$ cat src/hdl/pdoec_pkg.sv
// package: register map, field positions and reset values of the pad enable control
package pdoec_pkg;
  // register offsets (word index on the plain register port)
  localparam logic [3:0] PAD_CTRL_OFS     = 4'h0;  // external_bus_control_reg
  localparam logic [3:0] CLK_HIZ_OFS      = 4'h1;  // clock_out_hiz_select bits
  localparam logic [3:0] GP_DIR_OFS       = 4'h2;  // general-purpose direction
  localparam logic [3:0] GP_OUT_OFS       = 4'h3;  // general-purpose output value
  localparam logic [3:0] GP_IN_OFS        = 4'h4;  // general-purpose input value
  localparam logic [3:0] STATUS_OFS       = 4'h5;  // pad mode status
  localparam logic [3:0] GP_SEL_OFS       = 4'h6;  // general-purpose function select
  // field positions in the external bus control register
  localparam int HOLDER_EN_POS   = 0;
  localparam int PULLUP_EN_POS   = 1;
  localparam int PULLDOWN_EN_POS = 2;
  localparam int EMU_PULLUP_POS  = 3;
  // field positions in the status register
  localparam int ST_OFF_POS      = 0;
  localparam int ST_HOLD_POS     = 1;
  localparam int ST_TEST_POS     = 2;
  // reset values
  localparam logic [3:0]  PAD_CTRL_RST = 4'hf;   // holder, pull-up, pull-down enabled
  localparam logic [1:0]  CLK_HIZ_RST  = 2'h0;   // memory clocks keep running in hold
  localparam logic [15:0] GP_RST       = 16'h0000;
  // pad mode of the device
  typedef enum logic [1:0] {
    PDOEC_RUN,
    PDOEC_RESET,
    PDOEC_HOLD,
    PDOEC_OFF
  } pdoec_mode_t;
endpackage : pdoec_pkg

$ cat src/hdl/pdoec_regs.sv
// register file of the pad enable control, plain strobe port
`timescale 1ns/1ps
module pdoec_regs #(
  parameter int GP_W = 16
) (
  // clock and reset
  input  wire logic                 core_clk,
  input  wire logic                 nrst,
  // register port
  input  wire logic [3:0]           reg_addr,
  input  wire logic [31:0]          reg_wdata,
  input  wire logic                 reg_wr,
  input  wire logic                 reg_rd,
  output logic      [31:0]          reg_rdata,
  // state read back
  input  wire logic [GP_W-1:0]      gp_in_val,
  input  wire logic [2:0]           mode_status,
  // control out
  output logic      [3:0]           ctrl_ff,
  output logic      [1:0]           clk_hiz_ff,
  output logic      [GP_W-1:0]      gp_dir_ff,
  output logic      [GP_W-1:0]      gp_out_ff,
  output logic      [GP_W-1:0]      gp_sel_ff
);
  logic [3:0]      nxt_ctrl;
  logic [1:0]      nxt_clk_hiz;
  logic [GP_W-1:0] nxt_gp_dir;
  logic [GP_W-1:0] nxt_gp_out;
  logic [GP_W-1:0] nxt_gp_sel;
  logic [31:0]     nxt_rdata;

  ////////////////////////////////////////////////////////////////////////////
  // write decode and read mux
  always_comb
  begin
    nxt_ctrl    = ctrl_ff;
    nxt_clk_hiz = clk_hiz_ff;
    nxt_gp_dir  = gp_dir_ff;
    nxt_gp_out  = gp_out_ff;
    nxt_gp_sel  = gp_sel_ff;
    nxt_rdata   = 32'h0000_0000;
    if (reg_wr)
    begin
      if (reg_addr == pdoec_pkg::PAD_CTRL_OFS)
        nxt_ctrl = reg_wdata[3:0];
      else if (reg_addr == pdoec_pkg::CLK_HIZ_OFS)
        nxt_clk_hiz = reg_wdata[1:0];
      else if (reg_addr == pdoec_pkg::GP_DIR_OFS)
        nxt_gp_dir = reg_wdata[GP_W-1:0];
      else if (reg_addr == pdoec_pkg::GP_OUT_OFS)
        nxt_gp_out = reg_wdata[GP_W-1:0];
      else if (reg_addr == pdoec_pkg::GP_SEL_OFS)
        nxt_gp_sel = reg_wdata[GP_W-1:0];
    end
    if (reg_rd)
    begin
      if (reg_addr == pdoec_pkg::PAD_CTRL_OFS)
        nxt_rdata = {28'h0, ctrl_ff};
      else if (reg_addr == pdoec_pkg::CLK_HIZ_OFS)
        nxt_rdata = {30'h0, clk_hiz_ff};
      else if (reg_addr == pdoec_pkg::GP_DIR_OFS)
        nxt_rdata[GP_W-1:0] = gp_dir_ff;
      else if (reg_addr == pdoec_pkg::GP_OUT_OFS)
        nxt_rdata[GP_W-1:0] = gp_out_ff;
      else if (reg_addr == pdoec_pkg::GP_IN_OFS)
        nxt_rdata[GP_W-1:0] = gp_in_val;
      else if (reg_addr == pdoec_pkg::STATUS_OFS)
        nxt_rdata = {29'h0, mode_status};
      else if (reg_addr == pdoec_pkg::GP_SEL_OFS)
        nxt_rdata[GP_W-1:0] = gp_sel_ff;
    end
  end

  // register stage, defaults enable holder and pulls
  always_ff @(posedge core_clk)
  begin
    if (!nrst)
    begin
      ctrl_ff    <= pdoec_pkg::PAD_CTRL_RST;
      clk_hiz_ff <= pdoec_pkg::CLK_HIZ_RST;
      gp_dir_ff  <= pdoec_pkg::GP_RST;
      gp_out_ff  <= pdoec_pkg::GP_RST;
      gp_sel_ff  <= pdoec_pkg::GP_RST;
      reg_rdata  <= 32'h0000_0000;
    end
    else
    begin
      ctrl_ff    <= nxt_ctrl;
      clk_hiz_ff <= nxt_clk_hiz;
      gp_dir_ff  <= nxt_gp_dir;
      gp_out_ff  <= nxt_gp_out;
      gp_sel_ff  <= nxt_gp_sel;
      reg_rdata  <= nxt_rdata;
    end
  end
endmodule : pdoec_regs

$ cat src/hdl/pdoec_clkdiv.sv
// divider producing the memory clock output level from the core clock
`timescale 1ns/1ps
module pdoec_clkdiv #(
  parameter int DIV = 2
) (
  // clock and reset
  input  wire logic core_clk,
  input  wire logic nrst,
  // divided clock level
  output logic      mclk_ff
);
  localparam int CW = $clog2(DIV + 1);
  logic [CW-1:0] cnt_ff;
  logic [CW-1:0] nxt_cnt;
  logic          nxt_mclk;

  // count half periods and toggle
  always_comb
  begin
    nxt_cnt  = cnt_ff + 1'b1;
    nxt_mclk = mclk_ff;
    if (cnt_ff == CW'(DIV - 1))
    begin
      nxt_cnt  = '0;
      nxt_mclk = ~mclk_ff;
    end
  end

  // register stage
  always_ff @(posedge core_clk)
  begin
    if (!nrst)
    begin
      cnt_ff  <= '0;
      mclk_ff <= 1'b0;
    end
    else
    begin
      cnt_ff  <= nxt_cnt;
      mclk_ff <= nxt_mclk;
    end
  end
endmodule : pdoec_clkdiv

$ cat src/hdl/pdoec_top.sv
// pad output enable control: off, hold, reset tristate, pulls and gpio
`timescale 1ns/1ps
// What this block does
// - test reset low, line0 high, line1 low: off
// - test reset high: emulation lines are interrupts
// - bus pins float while hold is requested
// - hiz select zero keeps memory clock running
// - hiz select one floats memory clock in hold
// - bus holder software switchable, enabled after reset
// - pull-up software switchable, enabled by default
// - pull-down software switchable, enabled by default
// - reset-tristated pins float while reset low
// - gpio pins selectable input or output
module pdoec_top #(
  parameter int BUS_W    = 16,
  parameter int GP_W     = 16,
  parameter int CLK_DIV  = 2
) (
  // clock and reset
  input  wire logic              core_clk,
  input  wire logic              nrst,
  // register port
  input  wire logic [3:0]        reg_addr,
  input  wire logic [31:0]       reg_wdata,
  input  wire logic              reg_wr,
  input  wire logic              reg_rd,
  output logic      [31:0]       reg_rdata,
  // test and emulation pins
  input  wire logic              test_reset_n,
  input  wire logic              emulation_line_zero_i,
  output logic                   emulation_line_zero_o,
  output logic                   emulation_line_zero_oe,
  input  wire logic              emulation_line_one_output_disable_i,
  output logic                   emulation_line_one_output_disable_o,
  output logic                   emulation_line_one_output_disable_oe,
  // emulation interrupt side, direction from the scan system
  input  wire logic              emu_int_out0,
  input  wire logic              emu_int_out1,
  input  wire logic              scan_drive0,
  input  wire logic              scan_drive1,
  output logic                   emu_int_in0,
  output logic                   emu_int_in1,
  // hold request
  input  wire logic              hold_req,
  // bus pins: functional drive in, pad enables out
  input  wire logic [BUS_W-1:0]  bus_func_o,
  input  wire logic [BUS_W-1:0]  bus_func_oe,
  output logic      [BUS_W-1:0]  bus_pad_o,
  output logic      [BUS_W-1:0]  bus_pad_oe,
  // memory clock outputs
  output logic      [1:0]        memory_clock_output_o,
  output logic      [1:0]        memory_clock_output_oe,
  // general-purpose pins and their shared function
  input  wire logic [GP_W-1:0]   gp_pad_i,
  input  wire logic [GP_W-1:0]   gp_func_o,
  input  wire logic [GP_W-1:0]   gp_func_oe,
  output logic      [GP_W-1:0]   gp_pad_o,
  output logic      [GP_W-1:0]   gp_pad_oe,
  // pad keeper and pull controls
  output logic                   holder_en,
  output logic                   pullup_en,
  output logic                   pulldown_en,
  output logic                   emu_pullup_en
);
  ////////////////////////////////////////////////////////////////////////////
  // register file and clock divider
  logic [3:0]      ctrl_ff;
  logic [1:0]      clk_hiz_ff;
  logic [GP_W-1:0] gp_dir_ff;
  logic [GP_W-1:0] gp_out_ff;
  logic [GP_W-1:0] gp_sel_ff;
  logic [GP_W-1:0] gp_in_ff;
  logic [2:0]      mode_status;
  logic            mclk_ff;
  pdoec_pkg::pdoec_mode_t mode_ff;
  pdoec_pkg::pdoec_mode_t nxt_mode;

  pdoec_regs #(
    .GP_W        (GP_W)
  ) u_regs (
    .core_clk    (core_clk),
    .nrst        (nrst),
    .reg_addr    (reg_addr),
    .reg_wdata   (reg_wdata),
    .reg_wr      (reg_wr),
    .reg_rd      (reg_rd),
    .reg_rdata   (reg_rdata),
    .gp_in_val   (gp_in_ff),
    .mode_status (mode_status),
    .ctrl_ff     (ctrl_ff),
    .clk_hiz_ff  (clk_hiz_ff),
    .gp_dir_ff   (gp_dir_ff),
    .gp_out_ff   (gp_out_ff),
    .gp_sel_ff   (gp_sel_ff)
  );

  pdoec_clkdiv #(
    .DIV      (CLK_DIV)
  ) u_clkdiv (
    .core_clk (core_clk),
    .nrst     (nrst),
    .mclk_ff  (mclk_ff)
  );

  ////////////////////////////////////////////////////////////////////////////
  // pad mode decode, off has highest priority
  logic off_cond;
  assign off_cond = !test_reset_n && emulation_line_zero_i
                    && !emulation_line_one_output_disable_i;

  always_comb
  begin
    if (off_cond)
      nxt_mode = pdoec_pkg::PDOEC_OFF;
    else if (hold_req)
      nxt_mode = pdoec_pkg::PDOEC_HOLD;
    else
      nxt_mode = pdoec_pkg::PDOEC_RUN;
  end

  // mode register, loads the reset state in reset; only the status bits read it
  always_ff @(posedge core_clk)
  begin
    if (!nrst)
      mode_ff <= pdoec_pkg::PDOEC_RESET;
    else
      mode_ff <= nxt_mode;
  end

  // status bits for software
  always_comb
  begin
    mode_status = 3'h0;
    mode_status[pdoec_pkg::ST_OFF_POS]  = (mode_ff == pdoec_pkg::PDOEC_OFF);
    mode_status[pdoec_pkg::ST_HOLD_POS] = (mode_ff == pdoec_pkg::PDOEC_HOLD);
    mode_status[pdoec_pkg::ST_TEST_POS] = test_reset_n;
  end

  ////////////////////////////////////////////////////////////////////////////
  // next pad values
  logic [BUS_W-1:0] nxt_bus_o;
  logic [BUS_W-1:0] nxt_bus_oe;
  logic [GP_W-1:0]  nxt_gp_o;
  logic [GP_W-1:0]  nxt_gp_oe;
  logic [GP_W-1:0]  gp_want_oe;
  logic [1:0]       nxt_mclk_oe;
  logic             nxt_emulation_line_zero_oe;
  logic             nxt_emu1_oe;
  logic             run_mode;
  logic             hold_mode;

  assign run_mode  = (nxt_mode == pdoec_pkg::PDOEC_RUN) && nrst;
  assign hold_mode = (nxt_mode == pdoec_pkg::PDOEC_HOLD) && nrst;

  // per-pin gpio choice: software direction or shared function
  genvar gi;
  generate
    for (gi = 0; gi < GP_W; gi++)
    begin : g_gp
      assign nxt_gp_o[gi]   = gp_sel_ff[gi] ? gp_out_ff[gi] : gp_func_o[gi];
      assign gp_want_oe[gi] = gp_sel_ff[gi] ? gp_dir_ff[gi] : gp_func_oe[gi];
    end
  endgenerate

  always_comb
  begin
    nxt_bus_o   = bus_func_o;
    nxt_bus_oe  = '0;
    nxt_gp_oe   = '0;
    nxt_mclk_oe = 2'b00;
    nxt_emulation_line_zero_oe = 1'b0;
    nxt_emu1_oe = 1'b0;
    if (run_mode)
    begin
      nxt_bus_oe  = bus_func_oe;
      nxt_gp_oe   = gp_want_oe;
      nxt_mclk_oe = 2'b11;
    end
    else if (hold_mode)
    begin
      nxt_bus_oe  = '0;
      nxt_gp_oe   = gp_want_oe;
      nxt_mclk_oe = ~clk_hiz_ff;
    end
    if (test_reset_n && nrst)
    begin
      nxt_emulation_line_zero_oe = scan_drive0;
      nxt_emu1_oe = scan_drive1;
    end
  end

  // pad registers, every output enable low in reset and off, holder and pull enables high in reset
  always_ff @(posedge core_clk)
  begin
    if (!nrst)
    begin
      bus_pad_o                            <= '0;
      bus_pad_oe                           <= '0;
      gp_pad_o                             <= '0;
      gp_pad_oe                            <= '0;
      gp_in_ff                             <= '0;
      memory_clock_output_o                <= 2'b00;
      memory_clock_output_oe               <= 2'b00;
      emulation_line_zero_o                <= 1'b0;
      emulation_line_zero_oe               <= 1'b0;
      emulation_line_one_output_disable_o  <= 1'b0;
      emulation_line_one_output_disable_oe <= 1'b0;
      emu_int_in0                          <= 1'b0;
      emu_int_in1                          <= 1'b0;
      holder_en                            <= 1'b1;
      pullup_en                            <= 1'b1;
      pulldown_en                          <= 1'b1;
      emu_pullup_en                        <= 1'b1;
    end
    else
    begin
      bus_pad_o                            <= nxt_bus_o;
      bus_pad_oe                           <= nxt_bus_oe;
      gp_pad_o                             <= nxt_gp_o;
      gp_pad_oe                            <= nxt_gp_oe;
      gp_in_ff                             <= gp_pad_i;
      memory_clock_output_o                <= {2{mclk_ff}};
      memory_clock_output_oe               <= nxt_mclk_oe;
      emulation_line_zero_o                <= emu_int_out0;
      emulation_line_zero_oe               <= nxt_emulation_line_zero_oe;
      emulation_line_one_output_disable_o  <= emu_int_out1;
      emulation_line_one_output_disable_oe <= nxt_emu1_oe;
      emu_int_in0                          <= test_reset_n & emulation_line_zero_i;
      emu_int_in1                          <= test_reset_n
                                              & emulation_line_one_output_disable_i;
      holder_en     <= ctrl_ff[pdoec_pkg::HOLDER_EN_POS];
      pullup_en     <= ctrl_ff[pdoec_pkg::PULLUP_EN_POS];
      pulldown_en   <= ctrl_ff[pdoec_pkg::PULLDOWN_EN_POS];
      emu_pullup_en <= ctrl_ff[pdoec_pkg::EMU_PULLUP_POS];
    end
  end
endmodule : pdoec_top

$ cat config.mk
export PLATFORM = sky130hd
export DESIGN_NAME = pdoec_top
export DESIGN_NICKNAME = d
export VERILOG_FILES = /design/src/hdl/pdoec_pkg.sv /design/src/hdl/pdoec_regs.sv /design/src/hdl/pdoec_clkdiv.sv /design/src/hdl/pdoec_top.sv
export SDC_FILE = /design/constraint.sdc
export NUM_CORES = 1
export LEC_CHECK = 0
export ABC_AREA = 0
export BUFFER_PORTS_ARGS = -buffer_cell sky130_fd_sc_hd__buf_2
export CAP_MARGIN = 40
export CORE_AREA = 3 3 139 141
export CTS_CLUSTER_SIZE = 14
export DETAILED_ROUTE_END_ITERATION = 10
export DIE_AREA = 0 0 142 144
export MAX_ROUTING_LAYER = met4
export PLACE_DENSITY_LB_ADDON = 0.15
export SYNTH_ARGS = -nofsm -noshare
export SYNTH_HDL_FRONTEND = slang
export SYNTH_SLANG_ARGS = --single-unit
$ cat constraint.sdc
create_clock -name core_clk -period 3.2 [get_ports core_clk]
set_input_delay 0.16 -clock core_clk [delete_from_list [all_inputs] [get_ports core_clk]]
set_output_delay 0.16 -clock core_clk [all_outputs]
set_load 0.01 [all_outputs]
Word-level counts from Yosys, hierarchy flattened
Index checks and enable logic that the tools add are counted.
{ "word_totals": {"register_bits": 184, "word_cells": 114} }
{ "op_classes": {"add_sub_neg": 1, "eq_ne": 10, "mux": 45, "n_bitwise": 10, "n_reduce_logical": 20} }
{ "op_table": {"columns": ["op", "count"], "rows": [
  ["2-to-1 mux 16 bit", 7],
  ["2-to-1 mux 1 bit", 32],
  ["== test 4 x 3 -> 1 bit (second input constant)", 3],
  ["== test 4 x 2 -> 1 bit (second input constant)", 2],
  ["2-to-1 mux 2 bit", 4],
  ["2-to-1 mux 4 bit", 2],
  ["AND reduction 2 bit", 4],
  ["inverter 1 bit", 7],
  ["== test 2 bit (second input constant)", 3],
  ["AND reduction 6 bit", 1],
  ["logical AND 1 bit", 5],
  ["AND reduction 5 bit", 1],
  ["== test 4 x 1 -> 1 bit (second input constant)", 1],
  ["logical NOT 4 bit", 1],
  ["AND reduction 4 bit", 1],
  ["OR reduction 4 bit", 1],
  ["AND reduction 3 bit", 1],
  ["OR reduction 3 bit", 1],
  ["adder 2 x 1 -> 2 bit (second input constant)", 1],
  ["bitwise AND 1 bit", 2],
  ["== test 2 x 1 -> 1 bit (second input constant)", 1],
  ["logical NOT 1 bit", 2],
  ["logical NOT 2 bit", 1],
  ["inverter 2 bit", 1],
  ["OR reduction 2 bit", 1]
]} }

Longest topological paths before layout
{ "depth": {"depth_word": 8, "mapped_depth": 8, "ltp_nobuf": 4} }

Modules after synthesis
A second synthesis with hierarchy kept.
{ "unflattened": {"cells_unflattened": 575, "hier_area_um2": 6316.1} }
{ "modules_own_cells": {"columns": ["module", "n_inst", "cells_per_inst", "area_each_um2", "seq_area_each_um2"], "rows": [
  ["pdoec_regs", 1, 324, 3278.1, 1401.3],
  ["pdoec_top", 1, 241, 2932.8, 1901.8],
  ["pdoec_clkdiv", 1, 10, 105.1, 60.1]
]} }

Least setup slack after synthesis
No wires, ideal clock.
{ "synth_timing": {"path_kind": "in2reg", "from": "input port reg_addr[3]", "to": "register u_regs.gp_sel_ff[12]", "t_arrival_ns": 1.210, "path_slack_ns": 1.924, "stages": 8, "path_buffers": 4, "cell_sequence": "buf_6 > nor4bb_2 > buf_4 > and2_1 > buf_6 > buf_8 > nand2_1 > a21boi_2"} }
{ "synth_between": {"elab_chain_cells": 3, "word_cells_on_any_way": 10} }
{ "synth_lines": {"columns": ["element", "line_no", "text"], "rows": [
  ["start: declaration", "pdoec_top.sv:23", "input wire logic [3:0] reg_addr,"],
  ["== test 4 x 2 -> 1 bit, or another cell as far along", "pdoec_regs.sv:50", "else if (reg_addr == pdoec_pkg::GP_OUT_OFS)"],
  ["inverter 1 bit (no line)", null, null],
  ["AND reduction 6 bit (no line) (*)", null, null],
  ["end signal: assignment", "pdoec_regs.sv:83", "gp_sel_ff <= pdoec_pkg::GP_RST;"],
  ["end signal: assignment", "pdoec_regs.sv:92", "gp_sel_ff <= nxt_gp_sel;"],
  ["end: declaration", "pdoec_regs.sv:23", "output logic [GP_W-1:0] gp_sel_ff"]
]} }
Every way passes the cells marked *; elsewhere a longest branch is shown, timed or not.
A chain may end at the register's enable or synchronous reset.

Worst setup path in the final report
{ "layout_timing": {"from": "input port emulation_line_one_output_disable_i", "to": "register bus_pad_oe[6]"} }
{ "layout_between": {"elab_chain_cells": 6} }
{ "layout_lines": {"columns": ["element", "line_no", "text"], "rows": [
  ["start: declaration", "pdoec_top.sv:33", "input wire logic emulation_line_one_output_disable_i,"],
  ["logical NOT 1 bit", "pdoec_top.sv:109", "&& !emulation_line_one_output_disable_i;"],
  ["logical AND 1 bit", "pdoec_top.sv:109", null],
  ["2-to-1 mux 2 bit", "pdoec_top.sv:113", "if (off_cond)"],
  ["logical NOT 2 bit", "pdoec_top.sv:152", "assign run_mode = (nxt_mode == pdoec_pkg::PDOEC_RUN) && nrst;"],
  ["logical AND 1 bit", "pdoec_top.sv:152", null],
  ["AND reduction 2 bit (no line)", null, null],
  ["end signal: assignment", "pdoec_top.sv:218", "bus_pad_oe <= nxt_bus_oe;"],
  ["end: declaration", "pdoec_top.sv:49", "output logic [BUS_W-1:0] bus_pad_oe,"]
]} }
No other way between the ends.

==> impl_metrics.env <==
export IMPL_antenna_left=0
export IMPL_post_place_ws_ns=0.8114
export IMPL_cts_tree="done"
export IMPL_vias_per_cell=4.668
export IMPL_slew_headroom_pct=39.09
export IMPL_tritoncts_num_buffers=17
export IMPL_grt_pass1_wl_um=28990
export IMPL_critPathArrivalTime_ns=2.54
export IMPL_placed_area_um2=7391
export IMPL_criticalPathCategory="in2reg"
export IMPL_die_h_um=144
export IMPL_power_density_nw_per_um2=541.4
export IMPL_nets=1048
export IMPL_power_mw=4.822
export IMPL_start_util_pct=34.94
export IMPL_p_int_mw=3.727
export IMPL_synthCells=644
export IMPL_grt_antenna_before_repair=1
export IMPL_switchingPower_mw=1.095
export IMPL_dieWidth_um=142
export IMPL_vias=5434
export IMPL_cts_sinks=168
export IMPL_slowest_stage="nand2b_1"
export IMPL_ir_drop_v=0.0003596
export IMPL_clk_latency_ns=0.42
export IMPL_synth_seq_cells=168
export IMPL_cap_violations=0
export IMPL_drt_initial_drc_count=378
export IMPL_status="finished clean"
export IMPL_cp_max_fo=16
export IMPL_period_share_pct=69.46
export IMPL_synth_cell_types=49
export IMPL_critPathTopFamily="simple AND/OR/NAND/NOR gates"
export IMPL_hold_path_class="in2reg"
export IMPL_clk_path_buf_depth=2
export IMPL_dp_cells=1041
export IMPL_dr_max_layer_used="met4"
export IMPL_routedWlPerCell_um=16.21
export IMPL_p_clk_share_pct=44.7
export IMPL_drv_slew=0
export IMPL_cts_root_buf="clkbuf_16"
export IMPL_path_cells="dlygate4sd3_1, buf_2, nor3b_1, nand2b_1, nor2_1, and2_1"
export IMPL_htreeDepth=4
export IMPL_num_io_pins=238
export IMPL_die_area_um2=20450
export IMPL_critPathCaptureType="flop"
export IMPL_wl_met3_um=1042
export IMPL_fmax_mhz=449.9
export IMPL_clock_skew_final_ns=0.005432
export IMPL_synth_top_cell_area_share_pct=53.22
export IMPL_seqPwrFrac_pct=45.6
export IMPL_p_leak_nw=3.798
export IMPL_p_comb_share_pct=9.7
export IMPL_period_minus_slack_ns=2.223
export IMPL_synth_edf_count=0
export IMPL_synthTopCellsByArea="dfxtp_1 (53%), nand2_1 (7.0%), mux2i_1 (5.5%)"
export IMPL_path_clk_slew_ns=0.06
export IMPL_final_hold_viol_count=0
export IMPL_fin_cells=1164
export IMPL_synthArstFlopShare_pct=0
export IMPL_gr_total_overflow=0
export IMPL_yosys_area_top_type="dfxtp_1"
export IMPL_ys_seq_area_share_pct=53.22
export IMPL_wl_met2_um=9174
export IMPL_numPortBuffers=205
export IMPL_place_gp_congestion=0.8496
export IMPL_area_delta_synth_final_pct=40.92
export IMPL_rsz0062_at_grt="no"
export IMPL_synth_area_per_cell_um2=9.813
export IMPL_final_cell_area_um2=8906
export IMPL_dp_final_hpwl_um=12550
export IMPL_worstPathRequired_ns=3.52
export IMPL_p_sw_share_pct=22.71
export IMPL_grt_max_degree=94
export IMPL_synth_main_ff_cell="dfxtp_1"
export IMPL_worst_pin_slew_ns=0.9137
export IMPL_fin_ws_ns=0.9773
export IMPL_cts_resized=0
export IMPL_grt_usage_pct=18.87
export IMPL_m1WireLength_um=8399
export IMPL_rows=49
export IMPL_dr_pass1_iters=5
export IMPL_crit_path_max_incr_delay_ns=0.64
export IMPL_final_layout_size_suffix_gt1_share_pct=27.79
export IMPL_cp_start_kind="primary input"
export IMPL_finalSetupViolCount=0
export IMPL_grt_pass1_vias=5518
export IMPL_syn_area_um2=6320
export IMPL_setup_tns_ns=0
export IMPL_yosysWarnings=0
export IMPL_core_area_um2=18090
export IMPL_path_buf_inv=2
export IMPL_drc=0
export IMPL_drt_wl_total_um=18870
-- per-stage QoR --
step | hold WS [ns] | utilization, %
6_report | 0.01636 | 49.24
5_1_grt | 0.007299 | 49.21
4_1_cts | 0.001396 | 49.15
3_5_place_dp | 0.3643 | 40.86
3_3_place_gp | 0.3596 | 40.71
2_1_floorplan | 0.2559 | -
-- power by group through the flow --
stage / Clock [mW] / Sequential (mW) / Combinational, mW
floorplan: 0 / 2.27 / 0.200
global placement: 0 / 2.24 / 0.373
detailed placement: 0 / 2.24 / 0.384
CTS: 2.19 / 2.20 / 0.468
global route: 2.29 / 2.20 / 0.513
finish: 2.16 / 2.20 / 0.466
-- final cells by class --
cell class	instances	area (um2)
Fill cell	1705	9180
Sequential cell	168	3363
Multi-Input combinational cell	424	2614
Timing Repair Buffer	299	1974
Clock buffer	23	488.0
Tap cell	229	286.5
Clock inverter	9	138.9
Inverter	9	33.78
Antenna cell	3	7.507
-- synthesized netlist by cell type, types with 2 or more instances --
library cell / number
a22o_1: 7
buf_2: 12
nand4_1: 2
nor2_1: 31
a21oi_1: 12
a21boi_0: 28
a221oi_1: 3
and3_1: 4
o22ai_1: 8
a21boi_1: 10
nor2b_1: 24
inv_1: 9
a2bb2oi_1: 6
dfxtp_1: 168
nand2_1: 118
mux2i_1: 35
and2_1: 54
nand2b_1: 9
a211o_1: 6
a222oi_1: 7
buf_6: 4
buf_4: 24
mux2_2: 2
nand3_1: 9
a21boi_2: 10
clkbuf_1: 16
o21ai_0: 4
-- sequential cells by signal, summed over array words and instances, names as in the netlist, 2 cells and up --
name / count
bus_pad_o: 16
bus_pad_oe: 16
gp_in_ff: 16
gp_pad_o: 16
gp_pad_oe: 16
memory_clock_output_oe: 2
mode_ff: 2
u_clkdiv.cnt_ff: 2
u_regs.clk_hiz_ff: 2
u_regs.ctrl_ff: 4
u_regs.gp_dir_ff: 16
u_regs.gp_out_ff: 16
u_regs.gp_sel_ff: 16
u_regs.reg_rdata: 16
-- worst min-delay path, cell delays in order --
cell and delay, ns:
buf_2 0.08, mux2i_1 0.06, nor2b_1 0.10
-- cell families after synthesis --
logic type	count (synthesis)	synth area share, %
buf+inv	67	6.315
other cells	1	0.05934
fa+ha+maj	1	0.1979
simple gates	262	20.81
compound gates	107	13.36
flops	168	53.22
xor+xnor	1	0.1386
mux	37	5.900
-- what timing repair did --
item                      4_1_cts  5_1_grt
hold endpoints to repair      103        1
hold buffers                   87        1
setup buffers                   0        0
-- routing by layer --
metal  up-vias  track usage, %
li1       2669               -
met1      2554           23.66
met2       194           30.83
met3        17           3.538
met4         0           6.212
met5         -               -
-- cell usage in the layout (no fill, tap or decap), types with 2 or more instances in the layout --
cell	n
o21ai_0	4
mux2_2	2
a222oi_1	7
and2_1	54
buf_4	6
a21boi_2	10
buf_2	204
nand2_1	118
nand3_1	9
nand2b_1	9
dfxtp_1	168
a22o_1	7
clkinvlp_4	3
a21oi_1	12
clkbuf_16	17
nand4_1	2
bufinv_16	3
dlygate4sd3_1	88
clkinv_4	2
mux2i_1	35
clkbuf_8	4
conb_1	16
a211o_1	6
a221oi_1	3
clkbuf_1	2
and3_1	4
a21boi_0	28
diode_2	3
nor2b_1	24
a2bb2oi_1	6
a21boi_1	10
nor2_1	31
inv_1	9
o22ai_1	8
-- final timing paths --
path / start / slack (ns) / cells after the start / to
min reg2reg: u_clkdiv.cnt_ff[0]$_SDFF_PP0_ / 0.42 / 1 / u_clkdiv.cnt_ff[0]$_SDFF_PP0_
max: emulation_line_one_output_disable_i / 0.98 / 6 / bus_pad_oe[6]$_SDFF_PN0_
min: gp_func_o[13] / 0.02 / 3 / gp_pad_o[13]$_SDFF_PN0_
max reg2reg: u_regs.gp_out_ff[1]$_SDFFE_PN0P_ / 1.97 / 4 / u_regs.reg_rdata[1]$_SDFF_PN0_
Power figures use the tool's default switching activity.
